### config.mk
export PLATFORM = sky130hd
export DESIGN_NAME = ptr_trip_ctrl
export DESIGN_NICKNAME = d
export VERILOG_FILES = /design/src/common/ptr_pkg.sv /design/src/hdl/ptr_trip_ctrl.sv
export SDC_FILE = /design/constraint.sdc
export NUM_CORES = 1
export LEC_CHECK = 0
export ABC_CLOCK_PERIOD_IN_PS = 3700
export BUFFER_PORTS_ARGS = -buffer_cell sky130_fd_sc_hd__buf_2
export CORE_MARGIN = 2
export CORE_UTILIZATION = 45
export DETAILED_ROUTE_END_ITERATION = 7
export GPL_TIMING_DRIVEN = 0
export SETUP_SLACK_MARGIN = 0.3
export SLEW_MARGIN = 15
export SYNTH_ARGS = -nofsm -noshare
export SYNTH_HDL_FRONTEND = slang
export SYNTH_SLANG_ARGS = --single-unit
### constraint.sdc
create_clock -name clk -period 3.7 [get_ports clk]
set_clock_uncertainty 0.1 [all_clocks]
set_input_delay 0.185 -clock clk [delete_from_list [all_inputs] [get_ports clk]]
set_output_delay 0.185 -clock clk [all_outputs]
set_load 0.02 [all_outputs]
### src/common/ptr_pkg.sv
package ptr_pkg;

    // register byte offsets
    localparam logic [7:0] OFF_PIO_TRIP_EN = 8'h00;
    localparam logic [7:0] OFF_SW_TRIP = 8'h04;
    localparam logic [7:0] OFF_SYS_STATUS = 8'h08;
    localparam logic [7:0] OFF_IRQ_STATUS = 8'h0C;
    localparam logic [7:0] OFF_IRQ_MASK = 8'h10;
    localparam logic [7:0] OFF_PERIOD = 8'h14;
    localparam logic [7:0] OFF_DUTY_A = 8'h18;
    localparam logic [7:0] OFF_DUTY_B = 8'h1C;
    localparam logic [7:0] OFF_DUTY_C = 8'h20;
    localparam logic [7:0] OFF_CROSSOVER = 8'h24;

    // reset values
    localparam logic [11:0] RST_PIO_TRIP_EN = 12'hFFF;
    localparam logic [15:0] RST_PERIOD = 16'h0000;
    localparam logic [15:0] RST_DUTY = 16'h0000;
    localparam logic [2:0] RST_CROSSOVER = 3'h0;
    localparam logic [1:0] RST_IRQ_MASK = 2'h0;

    // system status fields
    localparam int SYS_TRIP_PIN_BIT = 0;
    localparam int SYS_SHUTDOWN_BIT = 1;
    localparam int SYS_POLARITY_BIT = 2;
    localparam int SYS_RELUCTANCE_BIT = 3;

    // interrupt status / mask fields
    localparam int IRQ_TRIP_BIT = 0;
    localparam int IRQ_SYNC_BIT = 1;
    localparam int IRQ_W = 2;

    // crossover fields, one per phase
    localparam int XO_C_BIT = 0;
    localparam int XO_B_BIT = 1;
    localparam int XO_A_BIT = 2;

    // restart needs all four of these rewritten
    localparam int RW_PERIOD_BIT = 0;
    localparam int RW_DUTY_A_BIT = 1;
    localparam int RW_DUTY_B_BIT = 2;
    localparam int RW_DUTY_C_BIT = 3;
    localparam logic [3:0] RW_ALL = 4'hF;

    typedef struct packed {
        logic ah;
        logic al;
        logic bh;
        logic bl;
        logic ch;
        logic cl;
    } ptr_pwm_s;

    typedef struct packed {
        logic hi;
        logic lo;
    } ptr_pair_s;

endpackage

### src/hdl/ptr_trip_ctrl.sv
// Chosen here: the register offsets and the APB register port.
`timescale 1ns/1ps
// Operation
// - reluctance pin low forces all three low-side timing signals permanently on
// - in reluctance mode high sides still follow the three duty registers
// - crossover still applies in reluctance mode, swapping high and low outputs
// - reluctance mode set only by pin level; high or floating disables it
// - low trip pin shuts the pwm down; outputs go to polarity off level
// - during shutdown in reluctance mode the low-side signals stay on
// - any shutdown suppresses sync pulse and its interrupt; timer keeps counting
// - trip pin level readable as bit 0 of system status
// - enabled general io line falling edge triggers the same shutdown
// - trip enable resets to 0x0FFF; the shutdown latch resets set, so pwm starts shut down
// - any write to software trip register issues a shutdown
// - hardware trips leave the software trip register unchanged
// - software trip reads one after software shutdown; every read clears it
// - software trips always raise the trip interrupt; pin and io line trips raise it only when not already shut down
// - restart only after rewrites and trip pin and enabled lines are high
// - polarity pin low gives active low outputs, high gives active high
module ptr_trip_ctrl #(
    parameter int NUM_IO = 12,
    parameter int CNT_W = 16
)(
    input wire logic clk,
    input wire logic reset,
    input wire logic psel,
    input wire logic penable,
    input wire logic pwrite,
    input wire logic [7:0] paddr,
    input wire logic [31:0] pwdata,
    output logic [31:0] prdata,
    output logic pready,
    output logic pslverr,
    input wire logic reluctance_mode_pin_n,
    input wire logic fault_trip_pin_n,
    input wire logic output_polarity_pin,
    input wire logic [NUM_IO-1:0] general_io_line,
    output ptr_pkg::ptr_pwm_s pwm_out,
    output logic cycle_sync_pulse,
    output logic irq
);

    // the enable register has twelve bits, so more lines could never trip
    if (NUM_IO < 1 || NUM_IO > 12)
        $error("NUM_IO must be 1 to 12");
    if (CNT_W < 2 || CNT_W > 32)
        $error("CNT_W must be 2 to 32");

    // pin synchronisers; stage one feeds stage two only
    logic rel_s1_q, rel_s2_q;
    logic trip_s1_q, trip_s2_q;
    logic pol_s1_q, pol_s2_q;
    logic [NUM_IO-1:0] io_s1_q, io_s2_q, io_prev_q;

    always_ff @(posedge clk)
    begin
        if (reset)
        begin
            rel_s1_q <= 1'b1;
            rel_s2_q <= 1'b1;
            trip_s1_q <= 1'b0;
            trip_s2_q <= 1'b0;
            pol_s1_q <= 1'b1;
            pol_s2_q <= 1'b1;
            io_s1_q <= '0;
            io_s2_q <= '0;
            io_prev_q <= '0;
        end
        else
        begin
            rel_s1_q <= reluctance_mode_pin_n;
            rel_s2_q <= rel_s1_q;
            trip_s1_q <= fault_trip_pin_n;
            trip_s2_q <= trip_s1_q;
            pol_s1_q <= output_polarity_pin;
            pol_s2_q <= pol_s1_q;
            io_s1_q <= general_io_line;
            io_s2_q <= io_s1_q;
            io_prev_q <= io_s2_q;
        end
    end

    logic reluctance_mode;
    assign reluctance_mode = ~rel_s2_q;

    // bus decode: one wait state, answer in second access cycle
    logic acc_first, acc_done, wr_en, rd_en;
    assign acc_first = psel & penable & ~pready;
    assign acc_done = psel & penable & pready;
    assign wr_en = acc_done & pwrite;
    assign rd_en = acc_done & ~pwrite;

    logic [11:0] trip_en_q;
    logic [NUM_IO-1:0] io_en;
    logic sw_trip_q;
    logic [ptr_pkg::IRQ_W-1:0] irq_status_q, irq_mask_q;
    logic [CNT_W-1:0] period_q, duty_a_q, duty_b_q, duty_c_q;
    logic [2:0] xo_q;
    logic shut_q;
    logic [3:0] rewrite_q;
    logic [CNT_W-1:0] cnt_q, act_a_q, act_b_q, act_c_q;
    logic wrap;

    assign io_en = NUM_IO'(trip_en_q);

    logic wr_sw_trip, wr_period, wr_a, wr_b, wr_c;
    assign wr_sw_trip = wr_en && paddr == ptr_pkg::OFF_SW_TRIP;
    assign wr_period = wr_en && paddr == ptr_pkg::OFF_PERIOD;
    assign wr_a = wr_en && paddr == ptr_pkg::OFF_DUTY_A;
    assign wr_b = wr_en && paddr == ptr_pkg::OFF_DUTY_B;
    assign wr_c = wr_en && paddr == ptr_pkg::OFF_DUTY_C;

    always_ff @(posedge clk)
    begin
        if (reset)
        begin
            trip_en_q <= ptr_pkg::RST_PIO_TRIP_EN;
            irq_mask_q <= ptr_pkg::RST_IRQ_MASK;
            period_q <= CNT_W'(ptr_pkg::RST_PERIOD);
            duty_a_q <= CNT_W'(ptr_pkg::RST_DUTY);
            duty_b_q <= CNT_W'(ptr_pkg::RST_DUTY);
            duty_c_q <= CNT_W'(ptr_pkg::RST_DUTY);
            xo_q <= ptr_pkg::RST_CROSSOVER;
        end
        else if (wr_en)
        begin
            case (paddr)
                ptr_pkg::OFF_PIO_TRIP_EN: trip_en_q <= pwdata[11:0];
                ptr_pkg::OFF_IRQ_MASK: irq_mask_q <= pwdata[ptr_pkg::IRQ_W-1:0];
                ptr_pkg::OFF_PERIOD: period_q <= pwdata[CNT_W-1:0];
                ptr_pkg::OFF_DUTY_A: duty_a_q <= pwdata[CNT_W-1:0];
                ptr_pkg::OFF_DUTY_B: duty_b_q <= pwdata[CNT_W-1:0];
                ptr_pkg::OFF_DUTY_C: duty_c_q <= pwdata[CNT_W-1:0];
                ptr_pkg::OFF_CROSSOVER: xo_q <= pwdata[2:0];
                default:
                begin
                end
            endcase
        end
    end

    // software trip flag: only bus traffic touches it, never a pin trip
    always_ff @(posedge clk)
    begin
        if (reset)
            sw_trip_q <= 1'b0;
        else if (wr_sw_trip)
            sw_trip_q <= 1'b1;
        else if (rd_en && paddr == ptr_pkg::OFF_SW_TRIP)
            sw_trip_q <= 1'b0;
    end

    // shutdown command from any source
    logic trip_cmd, sources_clear, restart;
    assign trip_cmd = ~trip_s2_q
        | (|(io_en & io_prev_q & ~io_s2_q))
        | wr_sw_trip;
    assign sources_clear = trip_s2_q & ~(|(io_en & ~io_s2_q));
    assign restart = shut_q && rewrite_q == ptr_pkg::RW_ALL && sources_clear;

    // latch holds after the source goes away; starts set out of reset
    always_ff @(posedge clk)
    begin
        if (reset)
            shut_q <= 1'b1;
        else if (trip_cmd)
            shut_q <= 1'b1;
        else if (restart)
            shut_q <= 1'b0;
    end

    // rewrite tracking; a write landing with a new trip is lost
    always_ff @(posedge clk)
    begin
        if (reset)
            rewrite_q <= '0;
        else if (restart || (trip_cmd && !shut_q))
            rewrite_q <= '0;
        else if (shut_q)
        begin
            if (wr_period)
                rewrite_q[ptr_pkg::RW_PERIOD_BIT] <= 1'b1;
            if (wr_a)
                rewrite_q[ptr_pkg::RW_DUTY_A_BIT] <= 1'b1;
            if (wr_b)
                rewrite_q[ptr_pkg::RW_DUTY_B_BIT] <= 1'b1;
            if (wr_c)
                rewrite_q[ptr_pkg::RW_DUTY_C_BIT] <= 1'b1;
        end
    end

    // timer keeps running through shutdown
    assign wrap = cnt_q >= period_q - CNT_W'(1);

    always_ff @(posedge clk)
    begin
        if (reset)
            cnt_q <= '0;
        else if (wrap)
            cnt_q <= '0;
        else
            cnt_q <= cnt_q + CNT_W'(1);
    end

    // duties take effect at cycle start
    always_ff @(posedge clk)
    begin
        if (reset)
        begin
            act_a_q <= '0;
            act_b_q <= '0;
            act_c_q <= '0;
        end
        else if (wrap)
        begin
            act_a_q <= duty_a_q;
            act_b_q <= duty_b_q;
            act_c_q <= duty_c_q;
        end
    end

    // interrupt status, write one to clear; a new event beats the clear
    logic [ptr_pkg::IRQ_W-1:0] irq_set, irq_clr;
    always_comb
    begin
        irq_set = '0;
        irq_set[ptr_pkg::IRQ_TRIP_BIT] = trip_cmd & ~shut_q;
        irq_set[ptr_pkg::IRQ_TRIP_BIT] = irq_set[ptr_pkg::IRQ_TRIP_BIT] | wr_sw_trip;
        irq_set[ptr_pkg::IRQ_SYNC_BIT] = wrap & ~shut_q;
        irq_clr = '0;
        if (wr_en && paddr == ptr_pkg::OFF_IRQ_STATUS)
            irq_clr = pwdata[ptr_pkg::IRQ_W-1:0];
    end

    always_ff @(posedge clk)
    begin
        if (reset)
            irq_status_q <= '0;
        else
            irq_status_q <= (irq_status_q & ~irq_clr) | irq_set;
    end

    always_ff @(posedge clk)
    begin
        if (reset)
            irq <= 1'b0;
        else
            irq <= |(irq_status_q & irq_mask_q);
    end

    // timing unit signals per phase
    function automatic ptr_pkg::ptr_pair_s phase_sig(
        input logic [CNT_W-1:0] cnt,
        input logic [CNT_W-1:0] duty,
        input logic rel,
        input logic shut,
        input logic xo
    );
        ptr_pkg::ptr_pair_s p;
        p.hi = ~shut & (cnt < duty);
        p.lo = rel ? 1'b1 : (~shut & ~(cnt < duty));
        if (xo)
            p = '{hi: p.lo, lo: p.hi};
        return p;
    endfunction

    ptr_pkg::ptr_pair_s pa, pb, pc;
    assign pa = phase_sig(cnt_q, act_a_q, reluctance_mode, shut_q, xo_q[ptr_pkg::XO_A_BIT]);
    assign pb = phase_sig(cnt_q, act_b_q, reluctance_mode, shut_q, xo_q[ptr_pkg::XO_B_BIT]);
    assign pc = phase_sig(cnt_q, act_c_q, reluctance_mode, shut_q, xo_q[ptr_pkg::XO_C_BIT]);

    // polarity low means on is driven low
    ptr_pkg::ptr_pwm_s pwm_act;
    assign pwm_act = '{ah: pa.hi, al: pa.lo, bh: pb.hi, bl: pb.lo, ch: pc.hi, cl: pc.lo};

    always_ff @(posedge clk)
    begin
        if (reset)
            pwm_out <= '0;
        else
            pwm_out <= pol_s2_q ? pwm_act : ~pwm_act;
    end

    always_ff @(posedge clk)
    begin
        if (reset)
            cycle_sync_pulse <= 1'b0;
        else
            cycle_sync_pulse <= wrap & ~shut_q;
    end

    // read mux
    logic [31:0] rd_d;
    logic hit;
    always_comb
    begin
        rd_d = '0;
        hit = 1'b1;
        case (paddr)
            ptr_pkg::OFF_PIO_TRIP_EN: rd_d[11:0] = trip_en_q;
            ptr_pkg::OFF_SW_TRIP: rd_d[0] = sw_trip_q;
            ptr_pkg::OFF_SYS_STATUS:
            begin
                rd_d[ptr_pkg::SYS_TRIP_PIN_BIT] = trip_s2_q;
                rd_d[ptr_pkg::SYS_SHUTDOWN_BIT] = shut_q;
                rd_d[ptr_pkg::SYS_POLARITY_BIT] = pol_s2_q;
                rd_d[ptr_pkg::SYS_RELUCTANCE_BIT] = reluctance_mode;
            end
            ptr_pkg::OFF_IRQ_STATUS: rd_d[ptr_pkg::IRQ_W-1:0] = irq_status_q;
            ptr_pkg::OFF_IRQ_MASK: rd_d[ptr_pkg::IRQ_W-1:0] = irq_mask_q;
            ptr_pkg::OFF_PERIOD: rd_d[CNT_W-1:0] = period_q;
            ptr_pkg::OFF_DUTY_A: rd_d[CNT_W-1:0] = duty_a_q;
            ptr_pkg::OFF_DUTY_B: rd_d[CNT_W-1:0] = duty_b_q;
            ptr_pkg::OFF_DUTY_C: rd_d[CNT_W-1:0] = duty_c_q;
            ptr_pkg::OFF_CROSSOVER: rd_d[2:0] = xo_q;
            default: hit = 1'b0;
        endcase
    end

    always_ff @(posedge clk)
    begin
        if (reset)
        begin
            pready <= 1'b0;
            prdata <= '0;
            pslverr <= 1'b0;
        end
        else
        begin
            pready <= acc_first;
            prdata <= (acc_first && !pwrite) ? rd_d : 32'h0000_0000;
            pslverr <= acc_first & ~hit;
        end
    end

endmodule

# Yosys cells after proc, flatten, opt, wreduce, memory -nomap -nowiden
# Cells that the tools add are included.
word_totals:
  reg_bits: 237
  input_bits: 60
  output_inout_bits: 42
  word_cells: 145
classes:
  add_sub_neg: 2
  magnitude_cmp: 4
  n_eq_ne: 10
  muxes: 17
  bitwise: 38
  reduce_logical: 35
op_table:
  columns: ["cell", "n"]
  rows:
  - ["16-bit < comparator", 3]
  - ["8-bit case mux with 5 select lines", 1]
  - ["12-bit AND", 3]
  - ["8-bit by 5-bit == test with 1-bit output (second input constant)", 4]
  - ["12-bit OR reduction", 2]
  - ["2-bit AND reduction", 11]
  - ["16-bit by 1-bit adder with 16-bit output (second input constant)", 1]
  - ["8-bit by 4-bit == test with 1-bit output (second input constant)", 2]
  - ["8-bit by 6-bit == test with 1-bit output (second input constant)", 2]
  - ["16-bit greater-or-equal comparator", 1]
  - ["4-bit case mux with 4 select lines", 1]
  - ["16-bit by 1-bit subtractor with 16-bit output (second input constant)", 1]
  - ["1-bit AND", 15]
  - ["12-bit inverter", 1]
  - ["1-bit logical AND", 11]
  - ["1-bit inverter", 11]
  - ["1-bit case mux with 10 select lines", 1]
  - ["10-bit OR reduction", 1]
  - ["2-bit OR reduction", 5]
  - ["1-bit case mux with 9 select lines", 1]
  - ["8-bit by 3-bit == test with 1-bit output (second input constant)", 1]
  - ["8-bit zero test", 1]
  - ["2-bit two-way mux", 4]
  - ["1-bit case mux with 7 select lines", 1]
  - ["other kinds (12)", 21]

# Logic depth before layout (Yosys ltp)
# Gate-level depths: netlist of run 1.
depth:
  depth_word: 8
  mapped_depth: 16
  depth_no_buf: 14

# Worst setup path before layout of run 1
# Ideal clock, no wire load.
synth_path:
  path_type: "reg2reg"
  from: "register period_q[6]"
  to: "register act_a_q[0]"
  setup_ps: 72
  t_arrival_ps: 3202
  required_ps: 3528
  setup_slack_ps: 326
  stages_incl_launch_ff: 16
  path_buffers: 3
  period_less_slack_ps: 3374
  cell_sequence: "dfxtp_1 -> buf_2 -> or4_4 -> or3_4 -> nor3_1 -> xnor2_1 -> ha_1 -> a21o_1 -> a21o_1 -> a21oi_1 -> and3b_1 -> nand2_1 -> o21ai_1 -> buf_4 -> buf_6 -> mux2i_1"
synth_between:
  elab_chain_cells: 2
synth_rtl:
  columns: ["item", "line", "source"]
  rows:
  - ["from (decl)", "ptr_trip_ctrl.sv:97", "logic [CNT_W-1:0] period_q, duty_a_q, duty_b_q, duty_c_q;"]
  - ["from (signal assigned)", "ptr_trip_ctrl.sv:119", "period_q <= CNT_W'(ptr_pkg::RST_PERIOD);"]
  - ["from (signal assigned)", "ptr_trip_ctrl.sv:130", "ptr_pkg::OFF_PERIOD: period_q <= pwdata[CNT_W-1:0];"]
  - ["16-bit by 1-bit subtractor with 16-bit output", "ptr_trip_ctrl.sv:193", "assign wrap = cnt_q >= period_q - CNT_W'(1);"]
  - ["16-bit greater-or-equal comparator", "ptr_trip_ctrl.sv:193", null]
  - ["to (signal assigned)", "ptr_trip_ctrl.sv:216", "act_a_q <= duty_a_q;"]
  - ["to (decl)", "ptr_trip_ctrl.sv:101", "logic [CNT_W-1:0] cnt_q, act_a_q, act_b_q, act_c_q;"]
# No other way between the ends.
# A chain may end at the register's enable or synchronous reset.

# Worst setup path in the final report of run 1
layout_path:
  from: "register period_q[5]"
  to: "register act_b_q[12]"
layout_between:
  elab_chain_cells: 2
layout_rtl:
  columns: ["item", "line", "source"]
  rows:
  - ["16-bit by 1-bit subtractor with 16-bit output", "ptr_trip_ctrl.sv:193", null]
  - ["16-bit greater-or-equal comparator", "ptr_trip_ctrl.sv:193", null]
  - ["to (signal assigned)", "ptr_trip_ctrl.sv:217", "act_b_q <= duty_b_q;"]
  - ["to (decl)", "ptr_trip_ctrl.sv:101", null]
# No other way between the ends.

==> run metrics, run 1 <==
number of flops mapped to enable cells by yosys=0; post-synthesis sequential area ratio=0.4111; Reg clk slew, reported paths=around 0.06 ns; Placeable Area=23470 um2; RSZ-0062 raised after global routing=yes; Final Hold Viols=0; adder-cell share of the synthesized area=0.07325; GRT overflow=0; Comb power frac=0.056; area growth from synthesis to layout=22.75%; Initial Utilization=0.4585; Fmax=approximately 0.28 GHz; Via density=between 5 and 6; #FFs+latches synth=~220; leak pwr=about 5.5 nW; Synth Area per Inst=approximately 9 um2; Required @ worst endpoint=approximately 4.0 ns; Skew-Pair Late Insertion Delay=between 0.5 and 0.6 ns; vias in the first global route=~8500; simple-gate share of the synthesized area=0.2573; Synth cell types=64; Final Cycle Share=0.9541; Power Total=between 5 and 6 mW; Cells after Synth=1220; Net Switching=between 1 and 1.5 mW; CP max stage delay=slightly above 0.4 ns; Worst slew margin=0.3992; layout cells sized above 1=0.1642; vias post-DR=around 8900; DR pass1 iterations=5; min Tclk post-route=roughly 3.5 ns; n_diodes=0; GRT Util Overall=0.2562; antenna viol nets, final=0; Setup-failing EPs final=0; initial DRC count=between 500 and 600; largest fanout on the critical path=6; Synth Area in Compound Gates=0.1139; first-pass GRT wire length=48800 um; post-synthesis cell area=around 11000 um2; dpl cells=~1600; worst path arrival time=roughly 3.9 ns; mux cell area share after synthesis=0.05999; Sw Share=0.2194; Die ar.=25170 um2; Max Cap Viol=0; post-synthesis xor/xnor area fraction=0.02360; Synth warnings=0; WS Path Type=reg -> reg; maximum root-to-sink buffer count=3; IO Pins=between 100 and 150; Post-DP HPWL=between 20000 and 25000 um; PortBufs=66; Critical-path top delay cell=or3_4; Post-synth ARST share=0; WL/cell=18.59 um; endpoint class of the critical path=flip-flop; nets@finish=approximately 1500; Die Wd=roughly 160 um; Worst Tran Pin Value=0.9012 ns; cell family with most CP delay=simple AND/OR/NAND/NOR gates; sequence of cells on the critical path=nor4_4 > nand2_2 > or3_4 > nor3_4 > xnor2_1 > ha_1 > a21o_1 > a21o_1 > a21oi_2 > and3b_2 > nand2_2 > o21ai_2 > buf_6 > buf_12 > buf_12 > mux2i_2; chip height=158.6 um; CTS Sinks=~220; outcome=completed; worst path buffer plus inverter count=3; final wirelength=31980 um; Slew Limit Fails=0; number of core rows=56; Main synth FF type=dfxtp_1; Post-Layout Cell Count=~1700; GP Congestion=a little under 0.9; Critical Path Source Type=flip-flop; sequential share of power=0.443; CTS tree=yes; R2R setup slack=around 0.17 ns; # DRC=0; worst hold path type=in -> reg; PwrDens=413.3 nW/um2; combinational family with the most area after synthesis=simple AND/OR/NAND/NOR gates; antenna violations before repair=0; largest net degree at the start of global routing=15; Clock Power Share=0.502; root buffer cell=clkbuf_16; worst vdd ir=0.3227 mV; H-Tree Depth=1; TritonCTS buffer count=25; Internal=4.261 mW
==> worst register-to-register path: stages (launching register included) <==
cell and delay (ns):
dfxtp_4 0.37, nor4_4 0.36, nand2_2 0.13, or3_4 0.41, nor3_4 0.12, xnor2_1 0.14
ha_1 0.27, a21o_1 0.16, a21o_1 0.16, a21oi_2 0.14, and3b_2 0.24, nand2_2 0.07
o21ai_2 0.14, buf_6 0.19, buf_12 0.12, buf_12 0.12, mux2i_2 0.20
==> path summary, 6_finish.rpt <==
path | startpoint | endpoint | cells after the start
min reg2reg | pol_s1_q$_SDFF_PP1_ | pol_s2_q$_SDFF_PP1_ | 1
min | pwdata[1] | period_q[1]$_SDFFE_PP0P_ | 3
max | period_q[5]$_SDFFE_PP0P_ | act_b_q[12]$_SDFFE_PP0P_ | 16
max reg2reg | period_q[5]$_SDFFE_PP0P_ | act_b_q[12]$_SDFFE_PP0P_ | 16
==> layer usage <==
metal	track usage	share of wire
met2	0.4395	0.48
met3	0.03048	0.051
met1	0.3358	0.44
met4	0.08237	0.030
met5	0	0
==> layout make-up <==
cell class | count | area, um2
clock buffers | 30 | 684.4
repair buffers | 122 | 897.1
multi-input cells | 880 | 5871
well taps | 319 | 399.1
inverters | 57 | 214.0
clock inverters | 14 | 230.2
fillers | 2145 | 10260
flip-flops and latches | 221 | 4439
plain buffers | 77 | 475.5
==> flip-flops by register name (all words and copies together), names as in the netlist, 2 cells and up <==
signal,count
act_c_q,16
prdata,16
duty_b_q,16
duty_a_q,16
io_prev_q,12
irq_mask_q,2
act_a_q,16
io_s1_q,12
pwm_out,6
rewrite_q,4
io_en,12
period_q,16
cnt_q,16
io_s2_q,12
duty_c_q,16
act_b_q,16
irq_status_q,2
xo_q,3
==> per-stage QoR <==
step / setup WS (ns) / cell area, um2 / util / hold slack (ns) / TNS, ns
2_1_floorplan: 0.3265 / 10820 / - / 0.1888 / 0
3_3_place_gp: -0.01730 / 11550 / 0.4920 / 0.2700 / -0.2469
3_5_place_dp: -0.06700 / 11550 / 0.4920 / 0.2707 / -1.606
4_1_cts: 0.1205 / 13110 / 0.5584 / 0.01253 / 0
5_1_grt: 0.06301 / 13210 / 0.5628 / 0.04957 / 0
6_report: 0.1699 / 13210 / 0.5628 / 0.01857 / 0
==> power groups by stage <==
stage,Clock (mW),Sequential (mW),Combinational (mW)
6_report,2.74,2.42,0.303
3_3_place_gp,0,2.47,0.268
2_1_floorplan,0,2.47,0.162
3_5_place_dp,0,2.47,0.269
4_1_cts,2.79,2.42,0.300
5_1_grt,2.87,2.42,0.326
==> Yosys cell counts, drive strengths merged, types with 5 or more instances <==
| cell | number | share of area |
|---|---|---|
| inv | 57 | 0.020 |
| or4 | 5 | 0.0038 |
| nand2b | 105 | 0.061 |
| nor2b | 52 | 0.030 |
| mux2i | 60 | 0.056 |
| nor2 | 40 | 0.017 |
| nand3 | 16 | 0.0074 |
| a21oi | 93 | 0.043 |
| nand4 | 16 | 0.0099 |
| nor3 | 17 | 0.012 |
| nor3b | 16 | 0.012 |
| o22ai | 5 | 0.0029 |
| nor4 | 6 | 0.0055 |
| o21ai | 13 | 0.0064 |
| o211ai | 6 | 0.0042 |
| a31oi | 13 | 0.0076 |
| clkbuf | 36 | 0.013 |
| a21o | 10 | 0.0070 |
| xor2 | 13 | 0.011 |
| a22oi | 34 | 0.024 |
| xnor2 | 16 | 0.013 |
| or3 | 5 | 0.0034 |
| buf | 41 | 0.028 |
| ha | 63 | 0.073 |
| dfxtp | 221 | 0.41 |
| nand3b | 17 | 0.012 |
| nand2 | 197 | 0.070 |
| or2 | 5 | 0.0029 |
==> timing repair <==
| action | in CTS | in global routing |
|---|---|---|
| hold buffers | 36 | 0 |
| buffers inserted | 10 | 7 |
| pin swaps | 13 | 12 |
| endpoints found under the hold margin | 92 | 0 |
| cloned | 3 | 0 |
| resized for setup | 38 | 15 |
| endpoints found under the setup margin | 66 | 66 |
==> kinds of logic after synthesis <==
family | Yosys count
simple gates | 511
flops | 221
compound gates | 198
buf+inv | 134
fa+ha+maj | 63
mux | 63
xor+xnor | 29
other cells | 1
==> cell usage in the layout, fill, tap and decap left out, types with 5 or more instances in the layout <==
| cell type | n |
|---|---|
| nand2_1 | 191 |
| nand3b_1 | 17 |
| ha_1 | 63 |
| nand2_2 | 5 |
| a21o_1 | 10 |
| buf_2 | 78 |
| o211ai_1 | 6 |
| dfxtp_1 | 215 |
| nand4_1 | 15 |
| nor2b_1 | 52 |
| buf_6 | 8 |
| a31oi_1 | 13 |
| nor3b_2 | 15 |
| mux2i_1 | 59 |
| clkbuf_1 | 37 |
| conb_1 | 16 |
| nor2_1 | 34 |
| bufinv_16 | 6 |
| nand2b_1 | 105 |
| xnor2_1 | 16 |
| or2_2 | 5 |
| a22oi_1 | 33 |
| inv_1 | 57 |
| buf_4 | 32 |
| a21oi_1 | 91 |
| o22ai_1 | 5 |
| clkbuf_16 | 25 |
| xor2_1 | 13 |
| o21ai_0 | 11 |
| dlygate4sd3_1 | 36 |
| nand3_1 | 16 |
| nor3_1 | 11 |
(Power assumes the default switching activity.)
==> run 2, diff against run 1 <==
--- a/config.mk
+++ b/config.mk
@@ -5,12 +5,14 @@
 export SDC_FILE = /design/constraint.sdc
 export NUM_CORES = 1
 export LEC_CHECK = 0
-export ABC_CLOCK_PERIOD_IN_PS = 3700
+export ABC_CLOCK_PERIOD_IN_PS = 4000
 export BUFFER_PORTS_ARGS = -buffer_cell sky130_fd_sc_hd__buf_2
 export CORE_MARGIN = 2
 export CORE_UTILIZATION = 45
+export CTS_CLUSTER_DIAMETER = 120
 export DETAILED_ROUTE_END_ITERATION = 7
 export GPL_TIMING_DRIVEN = 0
+export HOLD_SLACK_MARGIN = 0.02
 export SETUP_SLACK_MARGIN = 0.3
 export SLEW_MARGIN = 15
 export SYNTH_ARGS = -nofsm -noshare
==> constraint.sdc (replaced) <==
create_clock -name clk -period 4 [get_ports clk]
set_clock_uncertainty 0.1 [all_clocks]
set_input_delay 0.2 -clock clk [delete_from_list [all_inputs] [get_ports clk]]
set_output_delay 0.2 -clock clk [all_outputs]
set_load 0.02 [all_outputs]
==> run 2 against run 1 <==
  * Via count decreased by 0.43%
  * Global-route usage down 0.37 points
  * Design area about the same
  * Sequential power down 7%
  * Core utilization barely moved
  * Sequential share of layout area decreased by 0.066 points
  * Worst hold slack gained 0.022 ns
  * Routed wire length is 0.55% higher
  * Largest cell class unchanged
  * Largest power group unchanged
==> run metrics, run 2 (synthesis gave the netlist of run 1 again) <==
outcome=completed; antenna violations before repair=0; GR Util met3=0.03048; met1 GRT Util=0.3341; H-Tree Depth=1; most used routing layer=met2; area growth from synthesis to layout=22.72%; Max Cap Viol=0; initial DRC count=575; Initial Utilization=0.4585; PwrDens=roughly 380 nW/um2; WL/cell=18.77 um; min Tclk post-route=3.708 ns; Reg clk slew, reported paths=roughly 0.06 ns; Hold Slack=between 0.04 and 0.05 ns; PortBufs=66; GP Congestion=a little under 0.9; R2R setup slack=around 0.3 ns; leak pwr=5.448 nW; nets@finish=1500; Slew Limit Fails=0; RSZ-0062 raised after global routing=yes; first-pass GRT wire length=between 40000 and 50000 um; TritonCTS buffer count=25; Fmax=roughly 0.27 GHz; DR pass1 iterations=5; Setup-failing EPs final=0; met2 GRT Util=0.4317; largest net degree at the start of global routing=15; largest fanout on the critical path=5; worst path arrival time=slightly above 4 ns; # DRC=0; layout cells sized above 1=0.1521; chip height=roughly 160 um; n_diodes=0; CTS Sinks=roughly 220; root buffer cell=clkbuf_16; Post-DP HPWL=about 24000 um; final wirelength=32160 um; TNS Setup=0 ns; most common cell after layout, fill and taps aside=dfxtp_1; CTS tree=yes; number of core rows=56; worst vdd ir=0.2983 mV; Die Wd=158.6 um; Critical Path Source Type=flip-flop; Worst Tran Pin Value=0.8291 ns; Die ar.=approximately 25000 um2; GRT Util Overall=0.2525; Final Hold Viols=0; Skew-Pair Late Insertion Delay=between 0.5 and 0.6 ns; endpoint class of the critical path=flip-flop; worst hold path type=in -> reg; Worst slew margin=0.4472; Required @ worst endpoint=approximately 4.4 ns; WS Path Type=reg -> reg; antenna viol nets, final=0; vias post-DR=about 9000; maximum root-to-sink buffer count=3; vias in the first global route=roughly 8400; Placeable Area=between 20000 and 25000 um2; Final Cycle Share=0.9269; Via density=just over 5; GRT overflow=0; IO Pins=102; most frequent cells in the layout=dfxtp_1 (219), nand2_1 (191), nand2b_1 (105)
## run 2: cell types whose count changed in the layout (fill, tap and decap cells not counted), moves of 4 or more
cell       delta
nor3b_1       +5
clkbuf_16     +6
buf_4         -7
buf_6         -5
nor3b_2       -6
dfxtp_1       +4
## run 2: repair_timing
action / in CTS / in global routing
gates cloned: 1 / 6
setup buffers: 1 / 5
setup endpoints to repair: 58 / 64
hold buffers: 36 / 0
gates resized for setup: 7 / 37
endpoints found under the hold margin: 92 / 0
pin swaps: 0 / 12
## run 2: final cells by class
cell class                      count  area, um2
Multi-Input combinational cell    880       5853
Clock buffer                       30      684.4
Sequential cell                   221       4429
Buffer                             77      499.2
Timing Repair Buffer              115      897.1
Clock inverter                     14      230.2
Inverter                           57      214.0
Fill cell                        2139      10270
Tap cell                          319      399.1
## run 2: through the flow
step                power (mW)  setup slack (ns)  instance area [um2]  utilization  instances
floorplan                2.436            0.6265                10820            -       1235
global placement         2.534            0.2827                11550       0.4920       1620
detailed placement       2.537            0.2330                11550       0.4920       1620
CTS                      5.091            0.3216                12860       0.5480       1702
global route             5.196            0.1694                13210       0.5626       1713
finish                   5.051            0.2923                13210       0.5626       1713
## run 2: path summary, 6_finish.rpt
kind | startpoint | endpoint | cells past startpoint
max | period_q[9]$_SDFFE_PP0P_ | act_b_q[12]$_SDFFE_PP0P_ | 14
min | pwdata[1] | period_q[1]$_SDFFE_PP0P_ | 3
max reg2reg | period_q[9]$_SDFFE_PP0P_ | act_b_q[12]$_SDFFE_PP0P_ | 14
min reg2reg | pol_s1_q$_SDFF_PP1_ | pol_s2_q$_SDFF_PP1_ | 1
## run 2: where the power goes
group          internal (mW)  switching [mW]
Sequential              2.22          0.0141
Combinational          0.119           0.160
Clock                   1.60           0.934
Total                   3.94            1.11
## run 2: worst max-delay path: stages, from the launching register on
cell and delay [ns]:
dfxtp_4 0.36, or4_4 0.54, or3_4 0.41, nor3_4 0.17, xnor2_1 0.10, ha_1 0.32
a21o_1 0.16, a21o_1 0.16, a21oi_2 0.14, and3b_2 0.27, nand2_4 0.07, o21ai_4 0.27
clkbuf_16 0.22, buf_12 0.13, mux2i_2 0.20
## run 2: layer usage
layer / wire [um] / up-vias
li1: - / 4453
met5: 0 / -
met3: 1711 / 55
met1: 13970 / 4136
met2: 15580 / 251
met4: 891 / 0
